<file path="src/rtl/ajm_map.svh">
`ifndef AJM_MAP_SVH
`define AJM_MAP_SVH

// Time base
`define AJM_CLK_PERIOD_NS 32'h0000_0064
`define AJM_TICK_NS 32'h0098_9680
`define AJM_TICK_MS 32'h0000_000A
`define AJM_STARTUP_MS 32'h0000_2710

// Configuration defaults
`define AJM_DEF_SENDER_ADDR 8'h4E
`define AJM_DEF_MAIN_OFFSET 8'h16
`define AJM_DEF_SAFETY_OFFSET 8'h17
`define AJM_DEF_TIMEOUT_LIMIT 8'h08
`define AJM_DEF_POS_DIV_TIME 8'h0A
`define AJM_DEF_POS_DIFF_LIMIT 16'h0005
`define AJM_DEF_ENG_DIV_TIME 8'h0A
`define AJM_DEF_TRIM_DIV_TIME 8'h0A
`define AJM_DEF_TRIM_DIFF_LIMIT 16'h0032

// Data range and scaling, 0.1 % units
`define AJM_VALUE_MAX 16'h03E8
`define AJM_POS_CENTER 16'h01F4
`define AJM_FLOW_SHIFT 1

// Spool versus wheel movement check
`define AJM_FDA_DEADBAND 16'h0014
`define AJM_FDA_TICKS 8'h05

// End-to-end check seed
`define AJM_CRC_SEED 8'hA5

// Fault flag positions
`define AJM_FLT_TIMEOUT 0
`define AJM_FLT_SEQ 1
`define AJM_FLT_CRC 2
`define AJM_FLT_RANGE 3
`define AJM_FLT_CROSS 4
`define AJM_FLT_FDA 5
`define AJM_FLT_W 6

`endif

</file>
<file path="src/rtl/ajm_pkg.sv">
`include "ajm_map.svh"

package ajm_pkg;

  typedef struct packed {
    logic [7:0] sender;
    logic [7:0] offset;
    logic [3:0] seq;
    logic engage;
    logic [15:0] pos;
    logic [15:0] trim;
    logic [7:0] crc;
  } ajm_frame_t;

  typedef enum logic [1:0] {
    AJM_ST_OFF = 2'b00,
    AJM_ST_MON = 2'b01,
    AJM_ST_STEER = 2'b11,
    AJM_ST_SAFE = 2'b10
  } ajm_state_t;

  typedef struct packed {
    ajm_state_t st;
    logic [19:0] tick_cnt;
    logic [9:0] boot;
    logic [1:0] seen;
    logic [1:0][3:0] seq;
    logic [1:0][7:0] tmo;
    logic [1:0][15:0] pos;
    logic [1:0][15:0] trim;
    logic [1:0] eng;
    logic [7:0] pos_div;
    logic [7:0] eng_div;
    logic [7:0] trim_div;
    logic [`AJM_FLT_W-1:0] fault;
    logic signed [15:0] wheel_prev;
    logic [7:0] fda_cnt;
    logic signed [15:0] wheel_err;
    logic signed [15:0] flow;
    logic signed [15:0] spool_sp;
  } ajm_mon_t;

  typedef struct packed {
    logic [19:0] tick_cnt;
    logic [7:0] ival;
    logic redundant_next;
    logic [1:0][3:0] seq;
    logic frm_valid;
    ajm_frame_t frm;
  } ajm_node_t;

  function automatic logic [7:0] ajm_crc(input ajm_frame_t f);
    ajm_crc = `AJM_CRC_SEED ^ f.sender ^ f.offset ^ {3'h0, f.engage, f.seq} ^
              f.pos[15:8] ^ f.pos[7:0] ^ f.trim[15:8] ^ f.trim[7:0];
  endfunction

  function automatic logic [15:0] ajm_absdiff(input logic [15:0] a, input logic [15:0] b);
    ajm_absdiff = (a > b) ? (a - b) : (b - a);
  endfunction

endpackage

</file>
<file path="src/rtl/ajm_link_if.sv">
`timescale 1ns/1ps
`default_nettype none

interface ajm_link_if;
  import ajm_pkg::*;
  logic frm_valid;
  ajm_frame_t frm;
  modport node (output frm_valid, output frm);
  modport mon (input frm_valid, input frm);
endinterface

`default_nettype wire

</file>
<file path="src/rtl/ajm_joy_monitor.sv">
`timescale 1ns/1ps
`default_nettype none
`include "ajm_map.svh"

// Functional notes
// (RULE_01) Primary to main, redundant to safety channel
// (RULE_02) Accept configurable sender address, default 78
// (RULE_03) Group offsets default 22 main, 23 safety
// (RULE_04) Steer only while operator command permits
// (RULE_05) Locked out: wait for another steering device
// (RULE_06) Validate whenever configured present, even prohibited
// (RULE_07) Sensors start sending within 10 s
// (RULE_08) Every check applies to both messages
// (RULE_09) Single timeout, limit in 10 ms, safe
// (RULE_10) Single sequence error enters safe state
// (RULE_11) Single CRC mismatch enters safe state
// (RULE_12) Single out-of-range value enters safe state
// (RULE_13) Position difference over limit too long: safe
// (RULE_14) Engage disagreement too long enters safe state
// (RULE_15) Trim difference over limit too long: safe
// (RULE_16) Scale cross-checked data into spool set-point
// (RULE_17) Spool versus wheel movement inconsistency: safe
// (RULE_18) Flow command from wheel set-point minus measured
// (RULE_19) Closed loop only with CAN joystick, single type
// (RULE_20) Sensors send two independent position channels
// (RULE_21) Sensors send one engage signal per channel
// (RULE_22) Timeout set to 1.5 nominal intervals
// (RULE_23) Divergence timers restart when back in limit
// (RULE_24) Safe state latched until reset
module ajm_joy_monitor import ajm_pkg::*; #(
  parameter int TICK_CYCLES = `AJM_TICK_NS / `AJM_CLK_PERIOD_NS
) (
  input wire logic mclk,
  input wire logic rst_n,
  ajm_link_if.mon link,
  input wire logic [7:0] joystick_sender_address,
  input wire logic [7:0] main_group_offset,
  input wire logic [7:0] safety_group_offset,
  input wire logic [7:0] message_timeout_limit,
  input wire logic [7:0] position_divergence_time,
  input wire logic [15:0] position_difference_limit,
  input wire logic [7:0] engage_divergence_time,
  input wire logic [7:0] trim_divergence_time,
  input wire logic [15:0] trim_difference_limit,
  input wire logic aux_present,
  input wire logic operator_interface_command,
  input wire logic joystick_on_can,
  input wire logic single_aux_type,
  input wire logic signed [15:0] wheel_angle_meas,
  output logic steer_en,
  output logic await_other_device,
  output logic safe_state,
  output logic [`AJM_FLT_W-1:0] fault_flags,
  output logic [15:0] main_position,
  output logic [15:0] safety_position,
  output logic signed [15:0] wheel_error,
  output logic signed [15:0] flow_cmd,
  output logic signed [15:0] spool_setpoint
);

  localparam logic [9:0] STARTUP_TICKS = 10'(`AJM_STARTUP_MS / `AJM_TICK_MS);

  ajm_mon_t s_r;
  ajm_mon_t s_nxt;
  logic tick;
  logic both_seen;
  logic steer_ok;
  logic [1:0][7:0] ch_offset;
  logic [`AJM_FLT_W-1:0] flt;
  logic signed [15:0] wheel_sp;
  logic signed [15:0] err;
  logic signed [15:0] wheel_delta;

  assign ch_offset[0] = main_group_offset;
  assign ch_offset[1] = safety_group_offset;
  assign tick = (s_r.tick_cnt == 20'(TICK_CYCLES - 1));
  assign both_seen = &s_r.seen;
  // Closed loop needs CAN joystick, single device type and both engages
  assign steer_ok = operator_interface_command & joystick_on_can & single_aux_type &
                    s_r.eng[0] & s_r.eng[1]; // [RULE_19]

  always_comb begin
    s_nxt = s_r;
    flt = '0;
    wheel_sp = '0;
    err = '0;
    wheel_delta = '0;
    s_nxt.tick_cnt = tick ? '0 : s_r.tick_cnt + 20'h0_0001;

    if (!aux_present) begin
      // Monitoring suspended only when configured absent [RULE_06]
      s_nxt.boot = '0;
      s_nxt.seen = '0;
      s_nxt.tmo = '0;
      s_nxt.pos_div = '0;
      s_nxt.eng_div = '0;
      s_nxt.trim_div = '0;
      s_nxt.fda_cnt = '0;
    end else begin
      if (tick && s_r.boot != STARTUP_TICKS) begin
        s_nxt.boot = s_r.boot + 10'h001;
      end
      // Channel 0 takes the primary message, channel 1 the redundant one
      for (int c = 0; c < 2; c++) begin
        if (tick && s_r.seen[c]) begin
          s_nxt.tmo[c] = s_r.tmo[c] + 8'h01;
          if (s_r.tmo[c] + 8'h01 >= message_timeout_limit) begin
            flt[`AJM_FLT_TIMEOUT] = 1'b1; // [RULE_09]
          end
        end
        if (tick && !s_r.seen[c] && s_r.boot + 10'h001 >= STARTUP_TICKS) begin
          flt[`AJM_FLT_TIMEOUT] = 1'b1; // [RULE_07]
        end
        if (link.frm_valid && link.frm.sender == joystick_sender_address && // [RULE_02]
            link.frm.offset == ch_offset[c]) begin // [RULE_01] [RULE_03]
          // Same checks on both messages [RULE_08]
          s_nxt.tmo[c] = '0;
          s_nxt.seen[c] = 1'b1;
          s_nxt.seq[c] = link.frm.seq;
          s_nxt.pos[c] = link.frm.pos;
          s_nxt.trim[c] = link.frm.trim;
          s_nxt.eng[c] = link.frm.engage;
          if (s_r.seen[c] && link.frm.seq != s_r.seq[c] + 4'h1) begin
            flt[`AJM_FLT_SEQ] = 1'b1; // [RULE_10]
          end
          if (link.frm.crc != ajm_crc(link.frm)) begin
            flt[`AJM_FLT_CRC] = 1'b1; // [RULE_11]
          end
          if (link.frm.pos > `AJM_VALUE_MAX || link.frm.trim > `AJM_VALUE_MAX) begin
            flt[`AJM_FLT_RANGE] = 1'b1; // [RULE_12]
          end
        end
      end

      if (tick && both_seen) begin
        if (ajm_absdiff(s_r.pos[0], s_r.pos[1]) > position_difference_limit) begin
          s_nxt.pos_div = s_r.pos_div + 8'h01;
          if (s_r.pos_div + 8'h01 > position_divergence_time) begin
            flt[`AJM_FLT_CROSS] = 1'b1; // [RULE_13]
          end
        end else begin
          s_nxt.pos_div = '0; // [RULE_23]
        end
        if (s_r.eng[0] != s_r.eng[1]) begin
          s_nxt.eng_div = s_r.eng_div + 8'h01;
          if (s_r.eng_div + 8'h01 > engage_divergence_time) begin
            flt[`AJM_FLT_CROSS] = 1'b1; // [RULE_14]
          end
        end else begin
          s_nxt.eng_div = '0; // [RULE_23]
        end
        if (ajm_absdiff(s_r.trim[0], s_r.trim[1]) > trim_difference_limit) begin
          s_nxt.trim_div = s_r.trim_div + 8'h01;
          if (s_r.trim_div + 8'h01 > trim_divergence_time) begin
            flt[`AJM_FLT_CROSS] = 1'b1; // [RULE_15]
          end
        end else begin
          s_nxt.trim_div = '0; // [RULE_23]
        end
      end

      // Wheel must move the way the spool points
      if (tick) begin
        wheel_delta = wheel_angle_meas - s_r.wheel_prev;
        s_nxt.wheel_prev = wheel_angle_meas;
        if ((s_r.spool_sp > $signed(`AJM_FDA_DEADBAND) && wheel_delta <= 16'sh0000) ||
            (s_r.spool_sp < -$signed(`AJM_FDA_DEADBAND) && wheel_delta >= 16'sh0000)) begin
          s_nxt.fda_cnt = s_r.fda_cnt + 8'h01;
          if (s_r.fda_cnt + 8'h01 > `AJM_FDA_TICKS) begin
            flt[`AJM_FLT_FDA] = 1'b1; // [RULE_17]
          end
        end else begin
          s_nxt.fda_cnt = '0;
        end
      end
    end

    // Closed loop: position maps onto wheel angle set-point
    wheel_sp = $signed(s_r.pos[0] - `AJM_POS_CENTER);
    err = wheel_sp - wheel_angle_meas; // [RULE_18]
    s_nxt.wheel_err = err;
    s_nxt.flow = err >>> `AJM_FLOW_SHIFT; // [RULE_18]

    s_nxt.fault = s_r.fault | flt; // [RULE_24]

    case (s_r.st)
      AJM_ST_OFF: begin
        if (|flt) begin
          s_nxt.st = AJM_ST_SAFE; // [RULE_24]
        end else if (aux_present) begin
          s_nxt.st = AJM_ST_MON;
        end
      end
      AJM_ST_MON: begin
        if (|flt) begin
          s_nxt.st = AJM_ST_SAFE;
        end else if (!aux_present) begin
          s_nxt.st = AJM_ST_OFF;
        end else if (steer_ok && both_seen) begin
          s_nxt.st = AJM_ST_STEER; // [RULE_04] [RULE_19]
        end
      end
      AJM_ST_STEER: begin
        if (|flt) begin
          s_nxt.st = AJM_ST_SAFE;
        end else if (!aux_present) begin
          s_nxt.st = AJM_ST_OFF;
        end else if (!steer_ok) begin
          s_nxt.st = AJM_ST_MON; // [RULE_04]
        end
      end
      AJM_ST_SAFE: begin
        s_nxt.st = AJM_ST_SAFE; // [RULE_24]
      end
      default: begin
        s_nxt.st = AJM_ST_SAFE;
      end
    endcase

    // Spool follows the cross-checked data only while steering [RULE_16]
    if (s_nxt.st == AJM_ST_STEER) begin
      s_nxt.spool_sp = s_nxt.flow;
    end else begin
      s_nxt.spool_sp = '0; // [RULE_24]
    end
  end

  always_ff @(posedge mclk or negedge rst_n) begin
    if (!rst_n) begin
      s_r <= '0;
    end else begin
      s_r <= s_nxt;
    end
  end

  // Suspend at once when the operator command withdraws permission
  assign steer_en = (s_r.st == AJM_ST_STEER) & operator_interface_command; // [RULE_04]
  assign await_other_device = ~steer_en; // [RULE_05]
  assign safe_state = (s_r.st == AJM_ST_SAFE);
  assign fault_flags = s_r.fault;
  assign main_position = s_r.pos[0];
  assign safety_position = s_r.pos[1];
  assign wheel_error = s_r.wheel_err;
  assign flow_cmd = s_r.flow;
  assign spool_setpoint = s_r.spool_sp;

endmodule // ajm_joy_monitor

`default_nettype wire

</file>
<file path="src/flat_wrapper.sv">
// flat-port wrapper written by rule: the top's interface ports become plain ports
module ajm_joy_monitor_flat import ajm_pkg::*;
#(
  parameter int TICK_CYCLES = `AJM_TICK_NS / `AJM_CLK_PERIOD_NS
)
  (mclk, rst_n, joystick_sender_address, main_group_offset, safety_group_offset, message_timeout_limit, position_divergence_time, position_difference_limit, engage_divergence_time, trim_divergence_time, trim_difference_limit, aux_present, operator_interface_command, joystick_on_can, single_aux_type, wheel_angle_meas, steer_en, await_other_device, safe_state, fault_flags, main_position, safety_position, wheel_error, flow_cmd, spool_setpoint, link_frm_valid, link_frm);
  ajm_link_if link_i ();
  input wire logic mclk;
  input wire logic rst_n;
  input wire logic [7:0] joystick_sender_address;
  input wire logic [7:0] main_group_offset;
  input wire logic [7:0] safety_group_offset;
  input wire logic [7:0] message_timeout_limit;
  input wire logic [7:0] position_divergence_time;
  input wire logic [15:0] position_difference_limit;
  input wire logic [7:0] engage_divergence_time;
  input wire logic [7:0] trim_divergence_time;
  input wire logic [15:0] trim_difference_limit;
  input wire logic aux_present;
  input wire logic operator_interface_command;
  input wire logic joystick_on_can;
  input wire logic single_aux_type;
  input wire logic signed [15:0] wheel_angle_meas;
  output logic steer_en;
  output logic await_other_device;
  output logic safe_state;
  output logic [`AJM_FLT_W-1:0] fault_flags;
  output logic [15:0] main_position;
  output logic [15:0] safety_position;
  output logic signed [15:0] wheel_error;
  output logic signed [15:0] flow_cmd;
  output logic signed [15:0] spool_setpoint;
  input wire logic [$bits(link_i.frm_valid)-1:0] link_frm_valid;
  input wire logic [$bits(link_i.frm)-1:0] link_frm;
  assign link_i.frm_valid = link_frm_valid;
  assign link_i.frm = link_frm;
  ajm_joy_monitor #(.TICK_CYCLES(TICK_CYCLES)) u_core (.mclk(mclk), .rst_n(rst_n), .link(link_i), .joystick_sender_address(joystick_sender_address), .main_group_offset(main_group_offset), .safety_group_offset(safety_group_offset), .message_timeout_limit(message_timeout_limit), .position_divergence_time(position_divergence_time), .position_difference_limit(position_difference_limit), .engage_divergence_time(engage_divergence_time), .trim_divergence_time(trim_divergence_time), .trim_difference_limit(trim_difference_limit), .aux_present(aux_present), .operator_interface_command(operator_interface_command), .joystick_on_can(joystick_on_can), .single_aux_type(single_aux_type), .wheel_angle_meas(wheel_angle_meas), .steer_en(steer_en), .await_other_device(await_other_device), .safe_state(safe_state), .fault_flags(fault_flags), .main_position(main_position), .safety_position(safety_position), .wheel_error(wheel_error), .flow_cmd(flow_cmd), .spool_setpoint(spool_setpoint));
endmodule
</file>
<file path="config.mk">
export PLATFORM = sky130hd
export DESIGN_NAME = ajm_joy_monitor_flat
export DESIGN_NICKNAME = d
export VERILOG_FILES = /design/src/rtl/ajm_pkg.sv /design/src/rtl/ajm_link_if.sv /design/src/rtl/ajm_joy_monitor.sv /design/src/flat_wrapper.sv
export VERILOG_INCLUDE_DIRS = /design/src /design/src/rtl
export SDC_FILE = /design/constraint.sdc
export NUM_CORES = 1
export LEC_CHECK = 0
export ABC_CLOCK_PERIOD_IN_PS = 10600
export BUFFER_PORTS_ARGS = -buffer_cell sky130_fd_sc_hd__buf_2
export CORE_UTILIZATION = 63
export DETAILED_ROUTE_END_ITERATION = 8
export PLACE_DENSITY = 0.87
export SLEW_MARGIN = 10
export SYNTH_ARGS = -nofsm -noshare
export SYNTH_HDL_FRONTEND = slang
export SYNTH_SLANG_ARGS = --single-unit
</file>
<file path="constraint.sdc">
create_clock -name mclk -period 10.6 [get_ports mclk]
set_input_delay 0.53 -clock mclk [delete_from_list [all_inputs] [get_ports mclk]]
set_output_delay 0.53 -clock mclk [all_outputs]
set_load 0.01 [all_outputs]
</file>
Word level (Yosys, flattened, before mapping)
Index checks and enable logic that the tools add are counted.
{"block": "op_classes", "reduce_logical": 26, "n_addsub": 17, "mul": 0, "n_lt_le_gt_ge": 17, "bitwise_logic": 14, "muxes": 55, "n_eq_ne": 20, "n_shift": 0, "div_mod_pow": 0}
{"op": "16-bit subtractor", "count": 6}
{"op": "8-bit 2-to-1 mux", "count": 10}
{"op": "16-bit greater-than comparator", "count": 4}
{"op": "16-bit 2-to-1 mux", "count": 4}
{"op": "8-bit by 1-bit adder with 8-bit output, second input constant", "count": 6}
{"op": "24-bit 2-to-1 mux", "count": 2}
{"op": "8-bit XOR", "count": 5}
{"op": "16-bit by 10-bit greater-than comparator with 1-bit output, second input constant", "count": 2}
{"op": "8-bit == test", "count": 3}
{"op": "8-bit greater-than comparator", "count": 3}
{"op": "1-bit 2-to-1 mux", "count": 24}
{"op": "20-bit by 1-bit adder with 20-bit output, second input constant", "count": 1}
{"op": "20-bit by 17-bit == test with 1-bit output, second input constant", "count": 1}
{"op": "20-bit 2-to-1 mux", "count": 1}
{"op": "16-bit by 1-bit >= comparator with 1-bit output, second input constant", "count": 1}
{"op": "8-bit >= comparator", "count": 2}
{"op": "16-bit by 6-bit greater-than comparator with 1-bit output, second input constant", "count": 1}
{"op": "16-bit by 1-bit less-or-equal comparator with 1-bit output, second input constant", "count": 1}
{"op": "1-bit logical AND", "count": 16}
{"op": "16-bit by 6-bit < comparator with 1-bit output, second input constant", "count": 1}
{"op": "2-bit 2-to-1 mux", "count": 8}
{"op": "16-bit by 9-bit subtractor with 16-bit output, second input constant", "count": 1}
{"op": "12-bit 2-to-1 mux", "count": 1}
{"op": "10-bit by 1-bit adder with 10-bit output, second input constant", "count": 1}
{"op": "25 further kinds", "count": 44}
{"block": "word_totals", "rom_bits": 0, "register_bits": 225, "output_inout_bits": 89, "word_cells": 173, "inputBits": 172, "mem_bits_rw": 0, "latch_bits": 0, "memories": 0}

Logic depth before layout (Yosys ltp)
{"block": "depth", "word_depth": 18, "depth_mapped": 24}

Least setup slack after synthesis
Ideal clock, no wire load.
{"block": "synth_timing", "kind": "reg-to-reg", "start": "register u_core.s_r[104] (netlist name)", "end": "register u_core.s_r[225] (netlist name)", "setup_time_ps": 131, "path_slack_ps": 5641, "path_stages_with_launch": 22, "t_arrival_ps": 4827, "cell_sequence": "dfrtp_1 -> inv_1 -> ha_1 -> inv_1 -> fa_1 -> a21o_1 -> a2111oi_2 -> o31ai_1 -> o21ai_4 -> buf_2 -> buf_2 -> mux2_2 -> ha_1 -> nand2b_1 -> a21oi_1 -> o31ai_1 -> a21oi_1 -> a2111oi_2 -> nor4bb_1 -> a221oi_1 -> nand4_1 -> or3_1"}
{"item": "from (decl)", "line": "ajm_joy_monitor.sv:63", "source": "ajm_mon_t s_r;"}
{"item": "from (signal assigned)", "line": "ajm_joy_monitor.sv:232", "source": "s_r <= s_nxt;"}

==> results.yml <==
cts:
  postCtsHoldBufs: 0
  h_tree_levels: 1
  tritoncts_num_sinks: 209
  cts_root_buf: "sky130_fd_sc_hd__clkbuf_16"
  post_cts.repair.setup_buffers: 0
  tritoncts.num_buffers: 25
  tritoncts: "yes"
  cts_buffer_depth: 3
  clk_pin_slew_worst_setup_hold_paths_ns: 0.06
  postCtsResizedCells: 0
  worstSkewPairLatency_ns: 0.54
die:
  chipHeight_um: 167.5
  io_pins: 261
  dieArea_um2: 28050
  die-width_um: 167.5
  placeable_area_um2: 26880
  floorplan.rows: 60
  start_util: 0.6420
timing:
  final_hold_viol_count: 6
  final.hold.worst_slack_ns: -0.007007
  setup_total_negative_slack_ns: 0
  report.final.slew_viol_count: 0
  f_max_mhz: 157.5
  setup-violations-final: 0
  slew_headroom: 0.3314
  finClkSkew_ns: 0.02420
  final.setup.worst_slack_ns: 4.250
  rsz0062_at_grt: "no"
  fin_crit_sh: 0.5991
  worstMarginPinSlew_ns: 1.003
  layout_min_cycle_time_ns: 6.350
layout:
  final_cell_count_without_fillers: 2483
  drive_above_1_share: 0.1780
  syn2layout_area_growth_pct: 10.09
  numnets_final: 2491
logic_synthesis:
  netlist_instances: 1970
  post_synth.cell_area_avg_um2: 8.758
  synth_async_sr_flop_share: 1.000
  synth-edff-count: 0
  syn_nets: 2338
  synth_seq_area_share: 0.3031
  synth_top_cells_by_area: "sky130_fd_sc_hd__dfrtp_1 (30%), sky130_fd_sc_hd__ha_1 (14%), sky130_fd_sc_hd__xnor2_1 (7.4%)"
  yosysMostFrequentCell: "sky130_fd_sc_hd__dfrtp_1"
  number_of_register_bits_inferred_by_synthesis: 209
  post-synth-top-area-cell: "sky130_fd_sc_hd__dfrtp_1"
  netlist.area_leader.share: 0.3031
  ys_types: 74
  synthesis.yosys.warnings: 0
  synthesis.area_um2: 17250
  yosys_most_used_dff: "sky130_fd_sc_hd__dfrtp_1"
  ys_top_cells_by_count: "sky130_fd_sc_hd__dfrtp_1 (209), sky130_fd_sc_hd__inv_1 (199), sky130_fd_sc_hd__ha_1 (190), sky130_fd_sc_hd__nand2_1 (179), sky130_fd_sc_hd__xnor2_1 (145)"
grt:
  gr-usage-all-layers: 0.3335
  global_route.overflow_total: 0
  antenna_found_initial: 1
  largest_net_degree_at_the_start_of_global_routing: 81
  grt_pass1_vias: 14420
  grt_pass1_wl_um: 74670
route:
  drt_wl_total_um: 47460
  drt_iter0_drc: 1196
  final_antenna_net_count: 0
  drt-wirelength-per-cell_um: 19.11
  drt_pass1_iterations: 7
  detailroute.via_count: 14980
  drc: 0
  vias_per_cell: 6.031
worst_setup_path:
  critical_path.reg2reg.startpoint: "u_core.s_r[104]$_DFFE_PN0P_"
  arrival_time_reported_for_the_critical_path_endpoint_ns: 6.80
  cp_max_fo: 26
  setup.worst_path.end_class: "flip-flop"
  crit_start: "u_core.s_r[104]$_DFFE_PN0P_"
  rr_endpoint: "u_core.spool_setpoint[9]$_DFF_PN0_"
  reg2reg_setup_slack_ns: 4.25
  worst-r2r-cell-count: 23
  critical_path_class: "reg -> reg"
  crit_required_ns: 11.05
  setup.worst_path.start_class: "flip-flop"
  cp-endpoint: "u_core.spool_setpoint[9]$_DFF_PN0_"
power:
  power.density_cell_area_nw_per_um2: 102.0
  max-vdd-ir-drop_uv: 97.00
  total_leakage_power_nw: 9.563
flow_run:
  timing.max_cap.violations: 0
placement:
  place.detailed.instances: 2437
  dp.final_hpwl_um: 37360
  preCtsSetupSlack_ns: 4.343
  routabilityCongestion: 0.9836
  port_buffers: 260
outcome:
  violations: "hold timing"
  run_status: "finished, violations left"
worst_hold_path:
  hold_path.class: "in -> async"
-- routing by layer --
layer  wire length (µm)  up-vias  global-route usage  share of wire
li1                   -     7033                   -              -
met1              20050     7231              0.4372           0.42
met2              22430      591              0.5623           0.47
met3               3242      119             0.05105          0.068
met4               1726        2              0.1137          0.036
met5                 13        -                   0        0.00027
-- how the worst min path moves through the flow --
| stage | slack [ns] | to | cells past startpoint | startpoint |
|---|---|---|---|---|
| after CTS | 0.02 | u_core.s_r[171]$_DFFE_PN0P_ | 1 | rst_n |
| after floorplan | 0.23 | u_core.fault_flags[0]$_DFF_PN0_ | 0 | rst_n |
| after global routing | 0.03 | u_core.s_r[81]$_DFFE_PN0P_ | 1 | rst_n |
| after detailed placement | 0.45 | u_core.fault_flags[0]$_DFF_PN0_ | 1 | u_core.fault_flags[0]$_DFF_PN0_ |
| after global placement | 0.45 | u_core.fault_flags[3]$_DFF_PN0_ | 1 | u_core.fault_flags[3]$_DFF_PN0_ |
| final | -0.007 | u_core.s_r[79]$_DFFE_PN0P_ | 1 | rst_n |
-- cell type report --
| type | instances | area (µm²) |
|---|---|---|
| Antenna cell | 1 | 2.502 |
| Clock buffer | 38 | 744.5 |
| Clock inverter | 7 | 71.32 |
| Fill cell | 2055 | 7880 |
| Inverter | 199 | 747.0 |
| Multi-Input combinational cell | 1422 | 10420 |
| Sequential cell | 209 | 5230 |
| Tap cell | 341 | 426.7 |
| Timing Repair Buffer | 266 | 1355 |
-- flip-flops by register name (all words and copies together) (netlist names) --
register                flops
u_core.spool_setpoint      15
u_core.fault_flags          6
u_core.s_r                140
u_core.wheel_error         15
u_core.safety_position     16
u_core.main_position       16
u_core.flow_cmd             1
-- worst max-delay path, cell delays in order, from the launching register on --
cell and delay (ns):
sky130_fd_sc_hd__dfrtp_1 0.38, sky130_fd_sc_hd__inv_1 0.08, sky130_fd_sc_hd__ha_1 0.15, sky130_fd_sc_hd__inv_1 0.06
sky130_fd_sc_hd__fa_1 0.39, sky130_fd_sc_hd__a21o_1 0.21, sky130_fd_sc_hd__a2111oi_2 0.43, sky130_fd_sc_hd__o31ai_1 0.18
sky130_fd_sc_hd__o21ai_4 0.65, sky130_fd_sc_hd__mux2i_1 0.27, sky130_fd_sc_hd__o211ai_1 0.17, sky130_fd_sc_hd__a211o_1 0.34
sky130_fd_sc_hd__a21oi_1 0.19, sky130_fd_sc_hd__xnor2_1 0.15, sky130_fd_sc_hd__ha_1 0.27, sky130_fd_sc_hd__nand4_1 0.13
sky130_fd_sc_hd__nor2_1 0.07, sky130_fd_sc_hd__o21ai_0 0.07, sky130_fd_sc_hd__a21oi_1 0.07, sky130_fd_sc_hd__a2111oi_2 0.67
sky130_fd_sc_hd__nor4bb_1 0.19, sky130_fd_sc_hd__nor4_2 0.68, sky130_fd_sc_hd__o31ai_4 0.26, sky130_fd_sc_hd__nor3_1 0.21
-- power breakdown --
part / switching, W / internal, W / leakage (nW) / total, W
Sequential: 0.00000472 / 0.000807 / 2.67 / 0.000811
Combinational: 0.000165 / 0.000108 / 6.49 / 0.000273
Clock: 0.000346 / 0.000507 / 0.404 / 0.000853
Total: 0.000515 / 0.00142 / 9.56 / 0.00194
-- per-stage QoR --
| step | utilization | hold slack [ns] | total power [W] | instance area (µm²) |
|---|---|---|---|---|
| 3_5_place_dp | 0.6764 | 0.4506 | 0.001094 | 18180 |
| 5_1_grt | 0.7067 | 0.03150 | 0.001996 | 18990 |
| 6_report | 0.7068 | -0.007007 | 0.001938 | 19000 |
| 3_3_place_gp | 0.6764 | 0.4497 | 0.001087 | 18180 |
| 4_1_cts | 0.7067 | 0.01858 | 0.001945 | 18990 |
| 2_1_floorplan | - | 0.2344 | 0.0009867 | 17250 |
-- placed cells by master (no fill, tap or decap), types with 6 or more instances in the layout --
cell type / netlist / final
sky130_fd_sc_hd__clkbuf_1: 42 / 6
sky130_fd_sc_hd__or3_1: 17 / 17
sky130_fd_sc_hd__dfrtp_1: 209 / 209
sky130_fd_sc_hd__inv_1: 199 / 199
sky130_fd_sc_hd__clkbuf_16: 0 / 25
sky130_fd_sc_hd__a22o_1: 9 / 9
sky130_fd_sc_hd__and3_1: 23 / 22
sky130_fd_sc_hd__nand3_1: 63 / 62
sky130_fd_sc_hd__buf_4: 88 / 6
sky130_fd_sc_hd__ha_1: 190 / 190
sky130_fd_sc_hd__nor3_1: 27 / 26
sky130_fd_sc_hd__o31ai_1: 13 / 13
sky130_fd_sc_hd__a21boi_0: 6 / 6
sky130_fd_sc_hd__mux2i_1: 20 / 20
sky130_fd_sc_hd__nor2b_1: 26 / 26
sky130_fd_sc_hd__nor2_1: 87 / 87
sky130_fd_sc_hd__o211ai_1: 9 / 9
sky130_fd_sc_hd__xor2_1: 55 / 55
sky130_fd_sc_hd__o21ai_0: 110 / 110
sky130_fd_sc_hd__and2_1: 17 / 17
sky130_fd_sc_hd__nand4_1: 34 / 34
sky130_fd_sc_hd__a21o_1: 51 / 51
sky130_fd_sc_hd__nand2_1: 179 / 179
sky130_fd_sc_hd__xnor2_1: 145 / 145
sky130_fd_sc_hd__or2_2: 9 / 9
sky130_fd_sc_hd__a31oi_1: 10 / 10
sky130_fd_sc_hd__clkbuf_8: 0 / 8
sky130_fd_sc_hd__nor4_1: 14 / 14
sky130_fd_sc_hd__o21a_1: 19 / 19
sky130_fd_sc_hd__and4_1: 8 / 8
sky130_fd_sc_hd__a21oi_1: 99 / 99
sky130_fd_sc_hd__mux2_2: 46 / 46
sky130_fd_sc_hd__a211oi_1: 12 / 12
sky130_fd_sc_hd__nand2b_1: 20 / 20
sky130_fd_sc_hd__fa_1: 6 / 6
sky130_fd_sc_hd__buf_2: 5 / 259
sky130_fd_sc_hd__o21bai_1: 12 / 12
-- cell families after synthesis --
family,Yosys count,share of synthesized area
AND/OR/NAND/NOR,546,0.1573
AO/OA/AOI/OAI,414,0.1580
buffers and inverters,339,0.09369
flip-flops,209,0.3031
XOR/XNOR,200,0.1015
adder cells (fa/ha/maj),196,0.1447
multiplexers,66,0.04162
No activity file was read; power rests on OpenSTA's default activity.
